===== src/logic/tup_cfg.svh =====
/*
 Constants of the tape unit host port: register offsets, field positions,
 reset values and timing counts. Assumes a 100 MHz core clock.
*/
`ifndef TUP_CFG_SVH
`define TUP_CFG_SVH

// Core clock
`define TUP_CLK_MHZ 100
// Oscillator output, half period in ns
`define TUP_OSC_HALF_NS 200
`define TUP_OSC_HALF_CYC ((`TUP_OSC_HALF_NS * `TUP_CLK_MHZ) / 1000)
// Block sensed pulse, nominal ns
`define TUP_BLOCK_NS 250
`define TUP_BLOCK_CYC ((`TUP_BLOCK_NS * `TUP_CLK_MHZ) / 1000)
// End of data pulse, ns
`define TUP_EOD_NS 800
`define TUP_EOD_CYC ((`TUP_EOD_NS * `TUP_CLK_MHZ) / 1000)
// Reset procedure after reset release, us
`define TUP_RST_PROC_US 10
`define TUP_RST_PROC_CYC (`TUP_RST_PROC_US * `TUP_CLK_MHZ)

// Register byte offsets
`define TUP_REG_CTRL 8'h00
`define TUP_REG_STATUS 8'h04
`define TUP_REG_LASTCMD 8'h08
// Control fields
`define TUP_CTRL_PANEL_LSB 0
`define TUP_CTRL_DIAG_BIT 2
`define TUP_CTRL_RESET 3'h0
// Panel density switch codes
`define TUP_PANEL_PE 2'h0
`define TUP_PANEL_GCR 2'h1
`define TUP_PANEL_SYSTEM 2'h2

`endif


===== src/logic/tup_pkg.sv =====
/*
 Types of the tape unit host port: commands, states and carriers.
 Assumes tup_cfg.svh for numeric constants.
*/
package tup_pkg;
    typedef enum logic [3:0] {
        CMD_NO_OP = 4'h0, CMD_DRIVE_CLEAR = 4'h1, CMD_DIAG_SET = 4'h2,
        CMD_SENSE = 4'h3, CMD_READ_FWD = 4'h4, CMD_READ_BWD = 4'h5,
        CMD_WRITE_BLOCK = 4'h6, CMD_LOOP_WRITE_READ = 4'h7,
        CMD_SPACE_BACK_FILE = 4'h8, CMD_SPACE_BACK_BLOCK = 4'h9,
        CMD_SPACE_FWD_FILE = 4'hA, CMD_SPACE_FWD_BLOCK = 4'hB,
        CMD_WRITE_MARK = 4'hC, CMD_ERASE_GAP = 4'hD, CMD_REWIND = 4'hE,
        CMD_REWIND_UNLOAD = 4'hF
    } tup_cmd_t;

    typedef enum logic [2:0] {
        ST_IDLE = 3'h0, ST_IDENT = 3'h1, ST_RUN = 3'h2, ST_REQ = 3'h3,
        ST_ACKLOW = 3'h4, ST_FINISH = 3'h5, ST_RST = 3'h6
    } tup_state_t;

    typedef struct packed {
        logic start;
        logic [3:0] cmdSel;
        logic densitySelHi;
        logic densitySelLo;
        logic xferAck;
        logic terminate;
        logic sysReset;
        logic [2:0] muxSel;
        logic [8:0] data;
    } tup_host_in_t;

    typedef struct packed {
        logic [8:0] byte0;
        logic [8:0] byte1;
        logic [8:0] byte2;
        logic [8:0] byte3;
    } tup_status_t;
endpackage : tup_pkg


===== src/logic/tup_host_port.sv =====
/*
 Host parallel port of a tape unit: command start, density choice,
 character handshake, status multiplexer, oscillator and reset.
 Assumes a tape engine on the same clock that moves tape and formats
 data, and a host whose pins arrive asynchronously.
*/
// Functional notes
// - Fixed panel density at BOT overrides the host density lines for writing.
// - System-select panel at BOT takes density lines: 0 is PE, 1 GCR.
// - Density changes only on write at BOT; otherwise identification burst density.
// - On write, request asks a character; host answers acknowledge or terminate.
// - On read, request marks a valid character; host answer means taken.
// - Request held until answer; host holds acknowledge until request drops.
// - Terminate during read stops character transfer.
// - Terminate after block pulse stops block spacing.
// - After terminate busy drops only when engine finishes positioning.
// - System reset aborts, holds busy, refuses commands, clears errors, keeps density.
// - Reset halts formatting and motion and leaves diagnostic mode.
// - Multiplexer codes 0 to 3 select status byte 0 to 3.
// - Status bytes valid only as ending status after busy drops.
// - Nine data lines keep odd parity; data bit 7 least significant.
// - Expecting data only for write commands, held until next command.
// - Block pulse per spaced block and per tape mark on reads.
// - Oscillator output runs continuously at 2.5 MHz.
// - Reads end with an 800 ns end of data pulse.
// - Busy from command acceptance until completion or reject.
// - Identification flag during burst procedure; on reads it finds format.
// - Failed identification gives reject and keeps identification flag.
// - Tape mark flag set by mark; cleared by next command except three.
// - Start taken only while not busy; command and density captured then.
// - Four command lines decode sixteen operations.
`timescale 1ns/1ps
`include "tup_cfg.svh"

module tup_host_port
    import tup_pkg::*;
#(
    parameter int OSC_HALF_CYC = `TUP_OSC_HALF_CYC,
    parameter int BLOCK_CYC = `TUP_BLOCK_CYC,
    parameter int EOD_CYC = `TUP_EOD_CYC,
    parameter int RST_PROC_CYC = `TUP_RST_PROC_CYC
) (
    // Clock and reset
    input wire logic clk,
    input wire logic rst,
    // Wishbone slave
    input wire logic wbCyc,
    input wire logic wbStb,
    input wire logic wbWe,
    input wire logic [7:0] wbAdr,
    input wire logic [3:0] wbSel,
    input wire logic [31:0] wbDatI,
    output logic [31:0] wbDatO,
    output logic wbAck,
    // Host pins in
    input wire tup_host_in_t hostIn,
    // Host pins out
    output logic [8:0] dataOut,
    output logic dataOe,
    output logic busy,
    output logic xferReq,
    output logic expectingData,
    output logic blockSensed,
    output logic endOfDataPulse,
    output logic identBurstFlag,
    output logic tapeMarkFlag,
    output logic reject,
    output logic [8:0] statusMuxOut,
    output logic oscOut,
    // Tape engine
    input wire logic engAtBot,
    input wire logic engIdOk,
    input wire logic engIdFail,
    input wire logic engIdGcr,
    input wire logic engRdValid,
    input wire logic [7:0] engRdData,
    input wire logic engRdLast,
    input wire logic engWrReq,
    input wire logic engBlock,
    input wire logic engTapeMark,
    input wire logic engDone,
    input wire tup_status_t engStatus,
    output logic engStart,
    output tup_cmd_t engCmd,
    output logic engGcr,
    output logic engTerm,
    output logic engAbort,
    output logic engDiag,
    output logic engRdTake,
    output logic engWrValid,
    output logic [7:0] engWrData
);
    function automatic logic isRead(input tup_cmd_t c);
        return c == CMD_READ_FWD || c == CMD_READ_BWD;
    endfunction : isRead

    function automatic logic isWrite(input tup_cmd_t c);
        return c == CMD_WRITE_BLOCK || c == CMD_LOOP_WRITE_READ;
    endfunction : isWrite

    tup_host_in_t syncA_reg, syncB_reg;
    logic startPrev_reg, rstPrev_reg;
    tup_state_t st_reg, st_next;
    tup_cmd_t cmd_reg;
    logic [1:0] panel_reg;
    logic [15:0] rstCnt_reg;
    logic [7:0] oscCnt_reg, blkCnt_reg, eodCnt_reg;
    logic termSeen_reg, lastChar_reg, ctrlDiag_reg;
    logic [8:0] end0_reg, end1_reg, end2_reg;

    always_ff @(posedge clk or posedge rst) begin
        if (rst) begin
            syncA_reg <= '0;
            syncB_reg <= '0;
            startPrev_reg <= 1'b0;
            rstPrev_reg <= 1'b0;
        end else begin
            syncA_reg <= hostIn;
            syncB_reg <= syncA_reg;
            startPrev_reg <= syncB_reg.start;
            rstPrev_reg <= syncB_reg.sysReset;
        end
    end

    wire logic answer = syncB_reg.xferAck | syncB_reg.terminate;
    wire logic hostRst = syncB_reg.sysReset;
    wire logic startRise = syncB_reg.start & ~startPrev_reg;
    wire tup_cmd_t newCmd = tup_cmd_t'(syncB_reg.cmdSel);
    wire logic accept = (st_reg == ST_IDLE) & startRise & ~hostRst;
    wire logic rwCmd = isRead(newCmd) | isWrite(newCmd);
    wire logic rdCmd = isRead(cmd_reg);
    wire logic spaceCmd = cmd_reg == CMD_SPACE_BACK_BLOCK || cmd_reg == CMD_SPACE_FWD_BLOCK;
    wire logic keepMark = newCmd == CMD_DRIVE_CLEAR || newCmd == CMD_SENSE || newCmd == CMD_NO_OP;

    // Next state
    always_comb begin
        st_next = st_reg;
        case (st_reg)
            ST_IDLE: begin
                if (accept) begin
                    st_next = (rwCmd && engAtBot) ? ST_IDENT : ST_RUN;
                end
            end
            ST_IDENT: begin
                if (engIdFail) begin
                    st_next = ST_IDLE;
                end else if (engIdOk) begin
                    st_next = ST_RUN;
                end
            end
            ST_RUN: begin
                if (engDone) begin
                    st_next = ST_IDLE;
                end else if ((isWrite(cmd_reg) && engWrReq) || (rdCmd && engRdValid)) begin
                    st_next = ST_REQ;
                end
            end
            ST_REQ: st_next = answer ? ST_ACKLOW : ST_REQ;
            ST_ACKLOW: begin
                if (!answer) begin
                    st_next = termSeen_reg ? ST_FINISH : ST_RUN;
                end
            end
            ST_FINISH: st_next = engDone ? ST_IDLE : ST_FINISH;
            ST_RST: st_next = (!hostRst && rstCnt_reg == 16'h0000) ? ST_IDLE : ST_RST;
            default: st_next = ST_IDLE;
        endcase
        if (hostRst) begin
            st_next = ST_RST;
        end
    end

    always_ff @(posedge clk or posedge rst) begin
        if (rst) begin
            st_reg <= ST_IDLE;
        end else begin
            st_reg <= st_next;
        end
    end

    always_ff @(posedge clk or posedge rst) begin
        if (rst) begin
            rstCnt_reg <= 16'h0000;
        end else if (hostRst) begin
            rstCnt_reg <= 16'(RST_PROC_CYC);
        end else if (rstCnt_reg != 16'h0000) begin
            rstCnt_reg <= rstCnt_reg - 16'h0001;
        end
    end

    assign busy = st_reg != ST_IDLE;
    assign xferReq = st_reg == ST_REQ;
    assign engStart = accept;
    assign engCmd = cmd_reg;
    assign engAbort = st_reg == ST_RST;
    assign engDiag = ctrlDiag_reg;
    wire logic taken = (st_reg == ST_REQ) & answer;
    assign engTerm = (taken & syncB_reg.terminate)
        | ((st_reg == ST_RUN) & spaceCmd & syncB_reg.terminate & ~termSeen_reg);
    assign engRdTake = taken & rdCmd;
    assign engWrValid = taken & isWrite(cmd_reg);
    assign engWrData = syncB_reg.data[7:0];
    assign dataOe = rdCmd & busy & (st_reg != ST_RST);

    // Command capture, density, read data
    always_ff @(posedge clk or posedge rst) begin
        if (rst) begin
            cmd_reg <= CMD_NO_OP;
            engGcr <= 1'b0;
            dataOut <= 9'h100;
            termSeen_reg <= 1'b0;
            lastChar_reg <= 1'b0;
        end else begin
            if (accept) begin
                cmd_reg <= newCmd;
                termSeen_reg <= 1'b0;
                // density chosen at write from BOT
                if (isWrite(newCmd) && engAtBot) begin
                    engGcr <= (panel_reg == `TUP_PANEL_SYSTEM) ? syncB_reg.densitySelLo
                        : (panel_reg == `TUP_PANEL_GCR);
                end
            end
            // read from BOT takes burst density
            if (st_reg == ST_IDENT && engIdOk && rdCmd) begin
                engGcr <= engIdGcr;
            end
            if (taken && syncB_reg.terminate) begin
                termSeen_reg <= 1'b1;
            end
            if (st_reg == ST_RUN && spaceCmd && syncB_reg.terminate) begin
                termSeen_reg <= 1'b1;
            end
            if (st_reg == ST_RUN && rdCmd && engRdValid) begin
                dataOut <= {~^engRdData, engRdData};
                lastChar_reg <= engRdLast;
            end
        end
    end

    // Flags
    always_ff @(posedge clk or posedge rst) begin
        if (rst) begin
            expectingData <= 1'b0;
            identBurstFlag <= 1'b0;
            tapeMarkFlag <= 1'b0;
            reject <= 1'b0;
        end else begin
            if (accept) begin
                expectingData <= isWrite(newCmd);
                reject <= 1'b0;
                identBurstFlag <= rwCmd & engAtBot;
            end
            if (st_reg == ST_IDENT && engIdOk) begin
                identBurstFlag <= 1'b0;
            end
            if (st_reg == ST_IDENT && engIdFail) begin
                reject <= 1'b1;
            end
            // cleared by next command, set wins
            if (accept && !keepMark) begin
                tapeMarkFlag <= 1'b0;
            end
            if (busy && (engTapeMark || (engDone && cmd_reg == CMD_WRITE_MARK))) begin
                tapeMarkFlag <= 1'b1;
            end
            if (hostRst) begin
                reject <= 1'b0;
            end
        end
    end

    always_ff @(posedge clk or posedge rst) begin
        if (rst) begin
            blkCnt_reg <= 8'h00;
        end else if (busy && (engBlock && spaceCmd || engTapeMark && rdCmd)) begin
            blkCnt_reg <= 8'(BLOCK_CYC);
        end else if (blkCnt_reg != 8'h00) begin
            blkCnt_reg <= blkCnt_reg - 8'h01;
        end
    end
    assign blockSensed = blkCnt_reg != 8'h00;

    // end of data pulse after last character
    always_ff @(posedge clk or posedge rst) begin
        if (rst) begin
            eodCnt_reg <= 8'h00;
        end else if (engRdTake && lastChar_reg) begin
            eodCnt_reg <= 8'(EOD_CYC);
        end else if (eodCnt_reg != 8'h00) begin
            eodCnt_reg <= eodCnt_reg - 8'h01;
        end
    end
    assign endOfDataPulse = eodCnt_reg != 8'h00;

    always_ff @(posedge clk or posedge rst) begin
        if (rst) begin
            oscCnt_reg <= 8'h00;
            oscOut <= 1'b0;
        end else if (oscCnt_reg == 8'(OSC_HALF_CYC - 1)) begin
            oscCnt_reg <= 8'h00;
            oscOut <= ~oscOut;
        end else begin
            oscCnt_reg <= oscCnt_reg + 8'h01;
        end
    end

    // ending status captured at completion; cleared by reset
    always_ff @(posedge clk or posedge rst) begin
        if (rst) begin
            end0_reg <= 9'h000;
            end1_reg <= 9'h000;
            end2_reg <= 9'h000;
        end else if (hostRst || accept) begin
            end0_reg <= 9'h000;
            end1_reg <= 9'h000;
            end2_reg <= 9'h000;
        end else if (busy && (engDone || engIdFail)) begin
            end0_reg <= engStatus.byte0;
            end1_reg <= engStatus.byte1;
            end2_reg <= engStatus.byte2;
        end
    end

    wire logic [8:0] muxSelected = (syncB_reg.muxSel == 3'h0) ? end0_reg
        : (syncB_reg.muxSel == 3'h1) ? end1_reg
        : (syncB_reg.muxSel == 3'h2) ? end2_reg
        : (syncB_reg.muxSel == 3'h3) ? engStatus.byte3 : 9'h000;
    always_ff @(posedge clk or posedge rst) begin
        if (rst) begin
            statusMuxOut <= 9'h000;
        end else begin
            statusMuxOut <= muxSelected;
        end
    end

    // Wishbone slave, one wait state
    wire logic wbReq = wbCyc & wbStb & ~wbAck;
    wire logic hitCtrl = wbAdr == `TUP_REG_CTRL;
    wire logic hitStat = wbAdr == `TUP_REG_STATUS;
    wire logic hitCmd = wbAdr == `TUP_REG_LASTCMD;
    wire logic [31:0] rdMux = hitCtrl ? {29'h0, ctrlDiag_reg, panel_reg}
        : hitStat ? {21'h0, st_reg, 2'h0, reject, tapeMarkFlag, identBurstFlag,
            expectingData, engGcr, busy}
        : hitCmd ? {28'h0, cmd_reg} : 32'h0;
    always_ff @(posedge clk or posedge rst) begin
        if (rst) begin
            wbAck <= 1'b0;
            wbDatO <= 32'h0;
            panel_reg <= 2'(`TUP_CTRL_RESET);
            ctrlDiag_reg <= 1'b0;
        end else begin
            wbAck <= wbReq;
            wbDatO <= wbReq ? rdMux : 32'h0;
            if (wbCyc && wbStb && wbAck && wbWe && hitCtrl && wbSel[0]) begin
                panel_reg <= wbDatI[`TUP_CTRL_PANEL_LSB +: 2];
                ctrlDiag_reg <= wbDatI[`TUP_CTRL_DIAG_BIT];
            end
            if (hostRst) begin
                ctrlDiag_reg <= 1'b0;
            end
        end
    end
endmodule : tup_host_port


===== config.mk =====
export PLATFORM = sky130hd
export DESIGN_NAME = tup_host_port
export DESIGN_NICKNAME = d
export VERILOG_FILES = /design/src/logic/tup_pkg.sv /design/src/logic/tup_host_port.sv
export VERILOG_INCLUDE_DIRS = /design/src /design/src/logic
export SDC_FILE = /design/constraint.sdc
export NUM_CORES = 1
export LEC_CHECK = 0
export ABC_AREA = 1
export BUFFER_PORTS_ARGS = -buffer_cell sky130_fd_sc_hd__buf_2
export CORE_UTILIZATION = 35
export DETAILED_ROUTE_END_ITERATION = 10
export MAX_ROUTING_LAYER = met4
export PLACE_DENSITY_LB_ADDON = 0.25
export SYNTH_ARGS = -nofsm -noshare
export SYNTH_HDL_FRONTEND = slang
export SYNTH_SLANG_ARGS = --single-unit

===== constraint.sdc =====
create_clock -name clk -period 4.79 [get_ports clk]
set_clock_uncertainty 0.05 [all_clocks]
set_input_delay 0.958 -clock clk [delete_from_list [all_inputs] [get_ports clk]]
set_output_delay 0.958 -clock clk [all_outputs]
set_load 0.02 [all_outputs]

==> summary.md, run 1 <==
| Metric | Value |
|---|---|
| Die height | `between 100 and 150 um` |
| Minimum clock period | `roughly 2.8 ns` |
| Cts hold-fix bufs | `0` |
| Max-Cap Viols | `0` |
| Iter 0 DRT Violations | `319` |
| Worst hold path startpoint | `syncA_reg[12]` |
| Starting density of the core | `35.8%` |
| Hold Slack | `just under 0.3 ns` |
| GRT Overall Usage | `approximately 17%` |
| Yosys reg bits | `between 150 and 200` |
| Count of final setup violators | `0` |
| Final-report hold violation count | `0` |
| Worst min path class | `register to register` |
| Achievable clock frequency | `354 MHz` |
| Post-synth top flop | `dfrtp_1` |
| Unrepaired setup endpoints after global routing | `false` |
| Initial antenna violation count | `0` |
| Placed Cells | `1180` |
| Pwr Density | `483 nW/um^2` |
| CTS tree | `done` |
| Total CTS buffers | `17` |
| Largest net degree at the start of global routing | `93` |
| Post-route worst setup slack | `1.97 ns` |
| CORE AREA | `19500 sq um` |
| Global-route wire length before repair | `about 26000 um` |
| Reg-to-Reg Start | `hostRst` |
| Worst-path clk slew | `0.06 ns` |
| Mapped Area | `about 7000 sq um` |
| Max-slew violation count | `0` |
| Worst-path fanout max | `13` |
| I/O pins | `205` |
| Gr ovfl total | `0` |
| Die area | `20500 sq um` |
| Synth Warn # | `0` |
| Final net count | `1066` |
| Dpl hpwl | `~11000 um` |
| Vias in the first global route | `5357` |
| Crit path launch | `st_reg[1]` |
| Pleak | `roughly 4.4 nW` |
| H-tree depth | `4` |
| Post-DRT Antenna Nets | `0` |
| Synth unique cells | `50` |
| Site Rows | `51` |
| Max reg flops | `20` |
| Number of synthesized flops with an enable pin | `0` |
| DRC | `0` |
| Crit. End Element | `output pin` |
| CTS max path bufs | `2` |
| Worst Path Required | `3.78 ns` |
| Via/cell ratio | `4.54` |
| Share of cells above drive strength 1 | `about 22%` |
| Commonest non-fill, non-tap cell in the layout | `nand2_1` |
| Final core occ | `between 40% and 50%` |
| IO Port Bufs | `approximately 150` |
| Fillers | `about 2000` |
| Post-Syn Area per Cell | `8.87 sq um` |
| Critical Path AT | `between 1.5 and 2 ns` |
| Final Wtd Congestion | `~0.85` |
| Status | `complete, no violations` |
| Async SR Flop Fraction | `100%` |
| Pre-CTS worst setup slack | `2.39 ns` |
| WL final | `~16000 um` |
| Final Cycle Share | `59.0%` |
| Relative slew slack | `51.7%` |
| Avg WL per Cell | `~13 um` |
| Setup_tns | `0 ns` |
| Die X-Extent | `143 um` |
| Most frequent cells in the layout | `nand2_1, dfrtp_1, buf_2, inv_1, nor2_1` |
| Worst vdd ir | `roughly 0.22 mV` |
| Number of setup buffers added after CTS | `0` |
| Critical path type | `register to output pin` |
| Least-Margin Pin Slew | `~0.72 ns` |
| Sequential area share after synthesis | `~55%` |
| Drt pass-1 iters | `7` |
| Antenna fix cells | `0` |
| Final Instance Count excl. Fillers | `1212` |
| Area Growth Syn to Fin | `21.9%` |
| Clock Sinks | `154` |
| # resized after CTS | `0` |
| Startpoint Class | `register` |
| Worst-Skew Late Latency | `0.42 ns` |
| Via Count | `5504` |
| Root buffer cell | `clkbuf_16` |
| Post-Syn Instances | `just under 800` |
path summary, 6_finish.rpt:
path | endpoint | slack [ns] | cells after the start
min | hostRst | 0.30 | 0
max in group asynchronous | rstCnt_reg[7] | 3.27 | 3
max reg2reg | rstCnt_reg[1] | 2.51 | 4
max | engStart | 1.97 | 6
min in group asynchronous | engWrData[6] | 0.49 | 2
min reg2reg | hostRst | 0.30 | 0
per-stage QoR:
| stage | cell area, sq um | power [W] |
|---|---|---|
| final | 8500 | 0.00410 |
| after global routing | 8500 | 0.00438 |
| after CTS | 8500 | 0.00416 |
| after detailed placement | 7850 | 0.00268 |
| after global placement | 7850 | 0.00267 |
| after floorplan | 7060 | 0.00240 |
layer usage:
metal	wire, um	GRT usage (%)	part of all wire, %	up-vias
met2	7410	26.0	48	127
met3	581	3.82	3.7	19
li1	-	-	-	2764
met1	7330	22.3	47	2594
met5	0	-	0	-
met4	272	6.40	1.7	0
worst max-delay path: stages (launching register included):
cell	delay, ns
dfrtp_1	0.43
nor2_2	0.19
nand2_4	0.12
inv_6	0.11
nand2_4	0.07
nor2_4	0.25
buf_2	0.24
cells by family after synthesis:
logic type	count (synthesis)	synth area share, %
flip-flops	154	55.3
buffers and inverters	160	10.8
XOR/XNOR	19	2.39
adder cells (fa/ha/maj)	7	1.26
AO/OA/AOI/OAI	114	9.26
AND/OR/NAND/NOR	331	20.9
other	1	0.0538
synth_stat cells (2+ instances only):
cell	number	area, sq um
dfrtp_1	153	3830
nand2_4	3	33.8
clkinv_1	4	15.0
inv_2	3	11.3
nor2_1	73	274
o21a_1	2	15.0
o31ai_1	3	22.5
xor2_1	13	114
nand3_1	38	190
buf_2	4	20.0
buf_4	33	248
a21oi_1	40	200
o21ai_1	5	25.0
nand2_1	155	582
nor2_2	3	18.8
ha_1	7	87.6
xnor2_1	6	52.6
inv_1	108	405
nand4_1	23	144
a211oi_1	2	15.0
buf_6	2	22.5
a31oi_1	3	18.8
nor3b_1	3	22.5
o21ai_0	47	235
o211ai_1	2	15.0
nor2_4	2	22.5
clkbuf_1	3	11.3
nor3_1	24	120
power breakdown:
part / internal (W) / leakage, nW / total [W] / switching (W)
sequential: 0.00153 / 1.91 / 0.00169 / 0.000162
clock: 0.000907 / 0.304 / 0.00144 / 0.000535
combinational: 0.000321 / 2.16 / 0.000970 / 0.000649
total: 0.00276 / 4.37 / 0.00410 / 0.00135
cell type report:
type / instances / area, sq um / share of cell area [%]
Clock buffer: 20 / 457 / 5.38
Clock inverter: 12 / 186 / 2.19
Inverter: 117 / 449 / 5.29
Multi-Input combinational cell: 494 / 2450 / 28.8
Sequential cell: 154 / 3850 / 45.4
Tap cell: 265 / 332 / 3.90
Timing Repair Buffer: 150 / 771 / 9.07
Power figures use the tool's default switching activity.
==> run 2, diff against run 1 <==
==> constraint.sdc (replaced) <==
create_clock -name clk -period 2.59 [get_ports clk]
set_clock_uncertainty 0.05 [all_clocks]
set_input_delay 0.518 -clock clk [delete_from_list [all_inputs] [get_ports clk]]
set_output_delay 0.518 -clock clk [all_outputs]
set_load 0.02 [all_outputs]
==> run 2 against run 1 <==
  * Critical path depth is 1 higher
  * Largest cell class unchanged
  * Utilization is 0.077 points lower
  * Sequential cell count stayed put
==> summary.md, run 2 (synthesis results as in run 1) <==
| Metric | Value |
|---|---|
| Max-Cap Viols | `0 (unchanged)` |
| CTS tree | `done (unchanged)` |
| Iter 0 DRT Violations | `363 (was 319)` |
| Worst Path Required | `2.02 ns (was 3.78 ns)` |
| Total CTS buffers | `17 (unchanged)` |
| Antenna fix cells | `0 (unchanged)` |
| Cts hold-fix bufs | `0 (unchanged)` |
| Initial antenna violation count | `0 (unchanged)` |
| Pre-CTS worst setup slack | `0.667 ns (was 2.39 ns)` |
| Worst-Skew Late Latency | `0.42 ns (about the same)` |
| Gr ovfl total | `0 (unchanged)` |
| WL final | `15600 um (about the same)` |
| Worst-path fanout max | `6 (was 13)` |
| Final Wtd Congestion | `0.847 (was 0.854)` |
| DRC | `0 (unchanged)` |
| Largest net degree at the start of global routing | `87 (was 93)` |
| Die X-Extent | `143 um (unchanged)` |
| Vias in the first global route | `5135 (was 5357)` |
| Status | `complete, no violations (unchanged)` |
| Pleak | `4.38 nW (was 4.37 nW)` |
| I/O pins | `205 (unchanged)` |
| Worst min path class | `input pin to register (was register to register)` |
| Worst-path clk slew | `0.07 ns (was 0.06 ns)` |
| Avg WL per Cell | `12.9 um (about the same)` |
| Critical Path AT | `1.83 ns (was 1.82 ns)` |
| Setup_tns | `0 ns (unchanged)` |
| Relative slew slack | `63.0% (was 51.7%)` |
| Final net count | `1071 (was 1066)` |
| Worst vdd ir | `0.417 mV (was 0.223 mV)` |
| Critical path type | `register to output pin (unchanged)` |
| Via Count | `5480 (was 5504)` |
| Commonest non-fill, non-tap cell in the layout | `nand2_1 (unchanged)` |
| Post-DRT Antenna Nets | `0 (unchanged)` |
| Share of cells above drive strength 1 | `22.0% (was 21.5%)` |
| Global-route wire length before repair | `25500 um (was 26100 um)` |
| IO Port Bufs | `147 (unchanged)` |
| Starting density of the core | `35.8% (unchanged)` |
| Drt pass-1 iters | `8 (was 7)` |
| Final Cycle Share | `92.5%` |
| Startpoint Class | `register (unchanged)` |
| Number of setup buffers added after CTS | `0 (unchanged)` |
| CTS max path bufs | `2 (unchanged)` |
| Pwr Density | `867 nW/um^2 (was 483 nW/um^2)` |
| Minimum clock period | `2.40 ns` |
| Crit. End Element | `output pin (unchanged)` |
| Clock Sinks | `154 (unchanged)` |
| # resized after CTS | `0 (unchanged)` |
| Max reg flops | `20 (unchanged)` |
| GRT Overall Usage | `16.6% (was 17.1%)` |
| H-tree depth | `4 (unchanged)` |
| Final-report hold violation count | `0 (unchanged)` |
| Final Power | `0.00735 W (was 0.00410 W)` |
| Post-route worst setup slack | `0.195 ns (was 1.97 ns)` |
| Count of final setup violators | `0 (unchanged)` |
| Unrepaired setup endpoints after global routing | `false (unchanged)` |
| Area Growth Syn to Fin | `21.7% (was 21.9%)` |
| CORE AREA | `19500 sq um (unchanged)` |
| Max-slew violation count | `0 (unchanged)` |
| Via/cell ratio | `4.50 (was 4.54)` |
| Die height | `143 um (unchanged)` |
| Root buffer cell | `clkbuf_16 (unchanged)` |
| Site Rows | `51 (unchanged)` |
| Dpl hpwl | `11400 um (was 11300 um)` |
| Die area | `20500 sq um (unchanged)` |
| Least-Margin Pin Slew | `0.550 ns (was 0.722 ns)` |
| Achievable clock frequency | `between 400 and 500 MHz` |
| Most frequent cells in the layout | `nand2_1, dfrtp_1, buf_2, inv_1, nor2_1 (unchanged)` |
run 2: final cells by class:
class	instances	area (sq um)
repair buffers	155	821
clock inverters	13	135
well taps	265	332
inverters	117	449
flip-flops and latches	154	3850
fillers	1944	11000
multi-input cells	494	2450
clock buffers	19	443
run 2: critical path, stage by stage, from the launching register on:
cell and delay, ns:
dfrtp_1 0.43, nand2_1 0.08, nor2_2 0.17, nand2_1 0.16, nor2_1 0.16, a31oi_1 0.08, a21oi_1 0.14, buf_2 0.19
run 2: where the power goes:
part | switching [W] | internal, W
Sequential | 0.000290 | 0.00283
Clock | 0.00106 | 0.00138
Combinational | 0.00121 | 0.000601
run 2: metal layers:
layer / vias up / GRT usage (%) / wire length (um)
met5: - / - / 0
met4: 0 / 6.45 / 311
met3: 23 / 3.05 / 492
met2: 127 / 25.6 / 7410
met1: 2542 / 21.7 / 7420
li1: 2788 / - / -
run 2: worst paths after layout:
path                              start             to  slack [ns]  depth (start not counted)
hold / removal               hostIn[20]  syncA_reg[20]        0.14                          1
setup reg to reg              st_reg[1]    end1_reg[5]        0.83                          8
hold reg to reg            syncA_reg[4]   engWrData[4]        0.29                          0
max in group asynchronous           rst     dataOut[8]        1.91                          3
setup / recovery              st_reg[1]        engTerm        0.19                          7
min in group asynchronous           rst    end1_reg[4]        0.18                          3
run 2: stage by stage:
stage | std cells | utilization (%) | hold slack [ns] | instance area (sq um)
5_1_grt | 1217 | 43.6 | 0.128 | 8480
3_3_place_gp | 1185 | 40.6 | 0.281 | 7900
6_report | 1217 | 43.6 | 0.145 | 8480
3_5_place_dp | 1185 | 40.6 | 0.285 | 7900
4_1_cts | 1217 | 43.6 | 0.131 | 8480
2_1_floorplan | 808 | - | 0.281 | 7060
==> run 3, diff against run 2 <==
==> constraint.sdc (replaced) <==
create_clock -name clk -period 2.59 [get_ports clk]
set_clock_uncertainty 0.05 [all_clocks]
set_input_delay 0.518 -clock clk [delete_from_list [all_inputs] [get_ports clk]]
set_output_delay 0.518 -clock clk [all_outputs]
set_load 0.005 [all_outputs]
==> run 3 against run 2 <==
  * Highest routed layer unchanged
  * Largest cell class unchanged
  * Final area is 0.27% higher
  * Combinational power is 13% lower
  * Worst setup slack better by 0.067 ns
  * Register-to-register slack worse by 0.09 ns
  * Critical path depth is 1 lower
  * Die area stayed put
  * Count of clock-buffer cells in the layout is 1 lower
  * Hold slack hardly changed
  * Power is 1.8% lower
  * Utilization is 0.12 points higher
  * Global-route usage is 0.23 points higher
  * Sequential cell count stayed put
==> summary.md, run 3 (synthesis results as in run 1) <==
| Metric | Value |
|---|---|
| Clock Sinks | `154 (unchanged)` |
| Post-DRT Antenna Nets | `0 (unchanged)` |
| IO Port Bufs | `147 (unchanged)` |
| Pre-CTS worst setup slack | `0.680 ns (was 0.667 ns)` |
| Die height | `143 um (unchanged)` |
| Iter 0 DRT Violations | `318 (was 363)` |
| Gr ovfl total | `0 (unchanged)` |
| Worst Path Required | `2.02 ns (about the same)` |
| Max-slew violation count | `0 (unchanged)` |
| Dpl hpwl | `11500 um (was 11400 um)` |
| Hold Slack | `0.145 ns (about the same)` |
| Max-Cap Viols | `0 (unchanged)` |
| Die X-Extent | `143 um (unchanged)` |
| Post-route worst setup slack | `0.262 ns (was 0.195 ns)` |
| Pleak | `4.39 nW (was 4.38 nW)` |
| WL final | `15800 um (was 15600 um)` |
| Global-route wire length before repair | `25800 um (was 25500 um)` |
| Pwr Density | `849 nW/um^2 (was 867 nW/um^2)` |
| Max reg flops | `20 (unchanged)` |
| Worst-path fanout max | `13 (was 6)` |
| Worst-path clk slew | `0.06 ns (was 0.07 ns)` |
| Worst-Skew Late Latency | `0.42 ns (about the same)` |
| Share of cells above drive strength 1 | `22.0% (about the same)` |
| Critical path type | `register to output pin (unchanged)` |
| CTS tree | `done (unchanged)` |
| Final Cycle Share | `89.9% (was 92.5%)` |
| I/O pins | `205 (unchanged)` |
| Final net count | `1072 (was 1071)` |
| Via/cell ratio | `4.56 (was 4.50)` |
| Final Wtd Congestion | `0.877 (was 0.847)` |
| H-tree depth | `4 (unchanged)` |
| Site Rows | `51 (unchanged)` |
| Initial antenna violation count | `1 (was 0)` |
| Worst min path class | `input pin to register (unchanged)` |
| Minimum clock period | `2.33 ns (was 2.40 ns)` |
| Setup_tns | `0 ns (unchanged)` |
| Most frequent cells in the layout | `nand2_1, dfrtp_1, buf_2, inv_1, nor2_1 (unchanged)` |
| Startpoint Class | `register (unchanged)` |
| Number of setup buffers added after CTS | `0 (unchanged)` |
| CTS max path bufs | `2 (unchanged)` |
| Starting density of the core | `35.8% (unchanged)` |
| Final Instance Count excl. Fillers | `1219 (was 1217)` |
| Commonest non-fill, non-tap cell in the layout | `nand2_1 (unchanged)` |
| Root buffer cell | `clkbuf_16 (unchanged)` |
| Least-Margin Pin Slew | `0.593 ns (was 0.550 ns)` |
| Status | `complete, no violations (unchanged)` |
| Area Growth Syn to Fin | `22.0% (was 21.7%)` |
| Die area | `20500 sq um (unchanged)` |
| Critical Path AT | `1.76 ns (was 1.83 ns)` |
| Vias in the first global route | `5255 (was 5135)` |
| DRC | `0 (unchanged)` |
| GRT Overall Usage | `16.9% (was 16.6%)` |
| Placed Cells | `1185 (unchanged)` |
| Worst vdd ir | `0.455 mV (was 0.417 mV)` |
| Crit. End Element | `output pin (unchanged)` |
| Final-report hold violation count | `0 (unchanged)` |
| Unrepaired setup endpoints after global routing | `false (unchanged)` |
| Final Power | `0.00722 W (was 0.00735 W)` |
| Count of final setup violators | `0 (unchanged)` |
| Largest net degree at the start of global routing | `96 (was 87)` |
| Total CTS buffers | `17 (unchanged)` |
| Relative slew slack | `60.2% (was 63.0%)` |
| Via Count | `5553 (was 5480)` |
| Drt pass-1 iters | `5 (was 8)` |
| Achievable clock frequency | `430 MHz (was 418 MHz)` |
| CORE AREA | `19500 sq um (unchanged)` |
| Avg WL per Cell | `12.9 um (about the same)` |
[run 3: cell types whose count changed in the layout (fill, tap and decap cells not counted), sizes merged]
cell | before | now
clkbuf | 19 | 18
diode | 0 | 1
dlygate4sd3 | 0 | 1
bufinv | 1 | 2
[run 3: final timing paths]
kind                                     from               to  slack (ns)  cells past startpoint
max in group asynchronous                 rst        wbDatO[9]        1.26                      4
worst min-delay path               hostIn[11]    syncA_reg[11]        0.14                      1
min in group asynchronous                 rst  statusMuxOut[5]        0.49                      3
worst max-delay path                st_reg[1]         engStart        0.26                      6
worst min register to register  syncA_reg[20]        newCmd[3]        0.30                      0
worst max register to register        hostRst    rstCnt_reg[1]        0.74                      4
[run 3: critical path, cell delays in order (launching register included)]
cell and delay, ns:
dfrtp_1 0.44, nor2_2 0.20, nand2_4 0.11, inv_6 0.09, nand2_4 0.06, nor2_4 0.25, buf_2 0.18
[run 3: timing repair]
action / 4_1_cts / 5_1_grt
gates resized for setup: 0 / 0
hold endpoints to repair: 3 / 0
hold buffers: 1 / 0
[run 3: layout make-up]
type / instances / area, sq um
Sequential cell: 154 / 3850
Multi-Input combinational cell: 494 / 2450
Timing Repair Buffer: 156 / 818
Fill cell: 1936 / 11000
Antenna cell: 1 / 2.50
Tap cell: 265 / 332
Clock buffer: 18 / 439
Clock inverter: 14 / 161
Inverter: 117 / 449
[run 3: metrics by stage]
stage / util [%] / cell area (sq um)
2_1_floorplan: - / 7060
3_3_place_gp: 40.5 / 7890
3_5_place_dp: 40.5 / 7890
4_1_cts: 43.7 / 8500
5_1_grt: 43.7 / 8500
6_report: 43.7 / 8500
[run 3: metal layers]
layer | up-vias | part of all wire, % | track usage [%]
met5 | - | 0 | -
met3 | 12 | 4.6 | 4.29
met2 | 150 | 48 | 26.5
met4 | 0 | 1.3 | 5.09
li1 | 2780 | - | -
met1 | 2611 | 46 | 21.3
[run 3: power by group]
group	internal (W)	total [W]	switching, W
Combinational	0.000595	0.00158	0.000988
Clock	0.00147	0.00252	0.00105
Sequential	0.00283	0.00312	0.000295
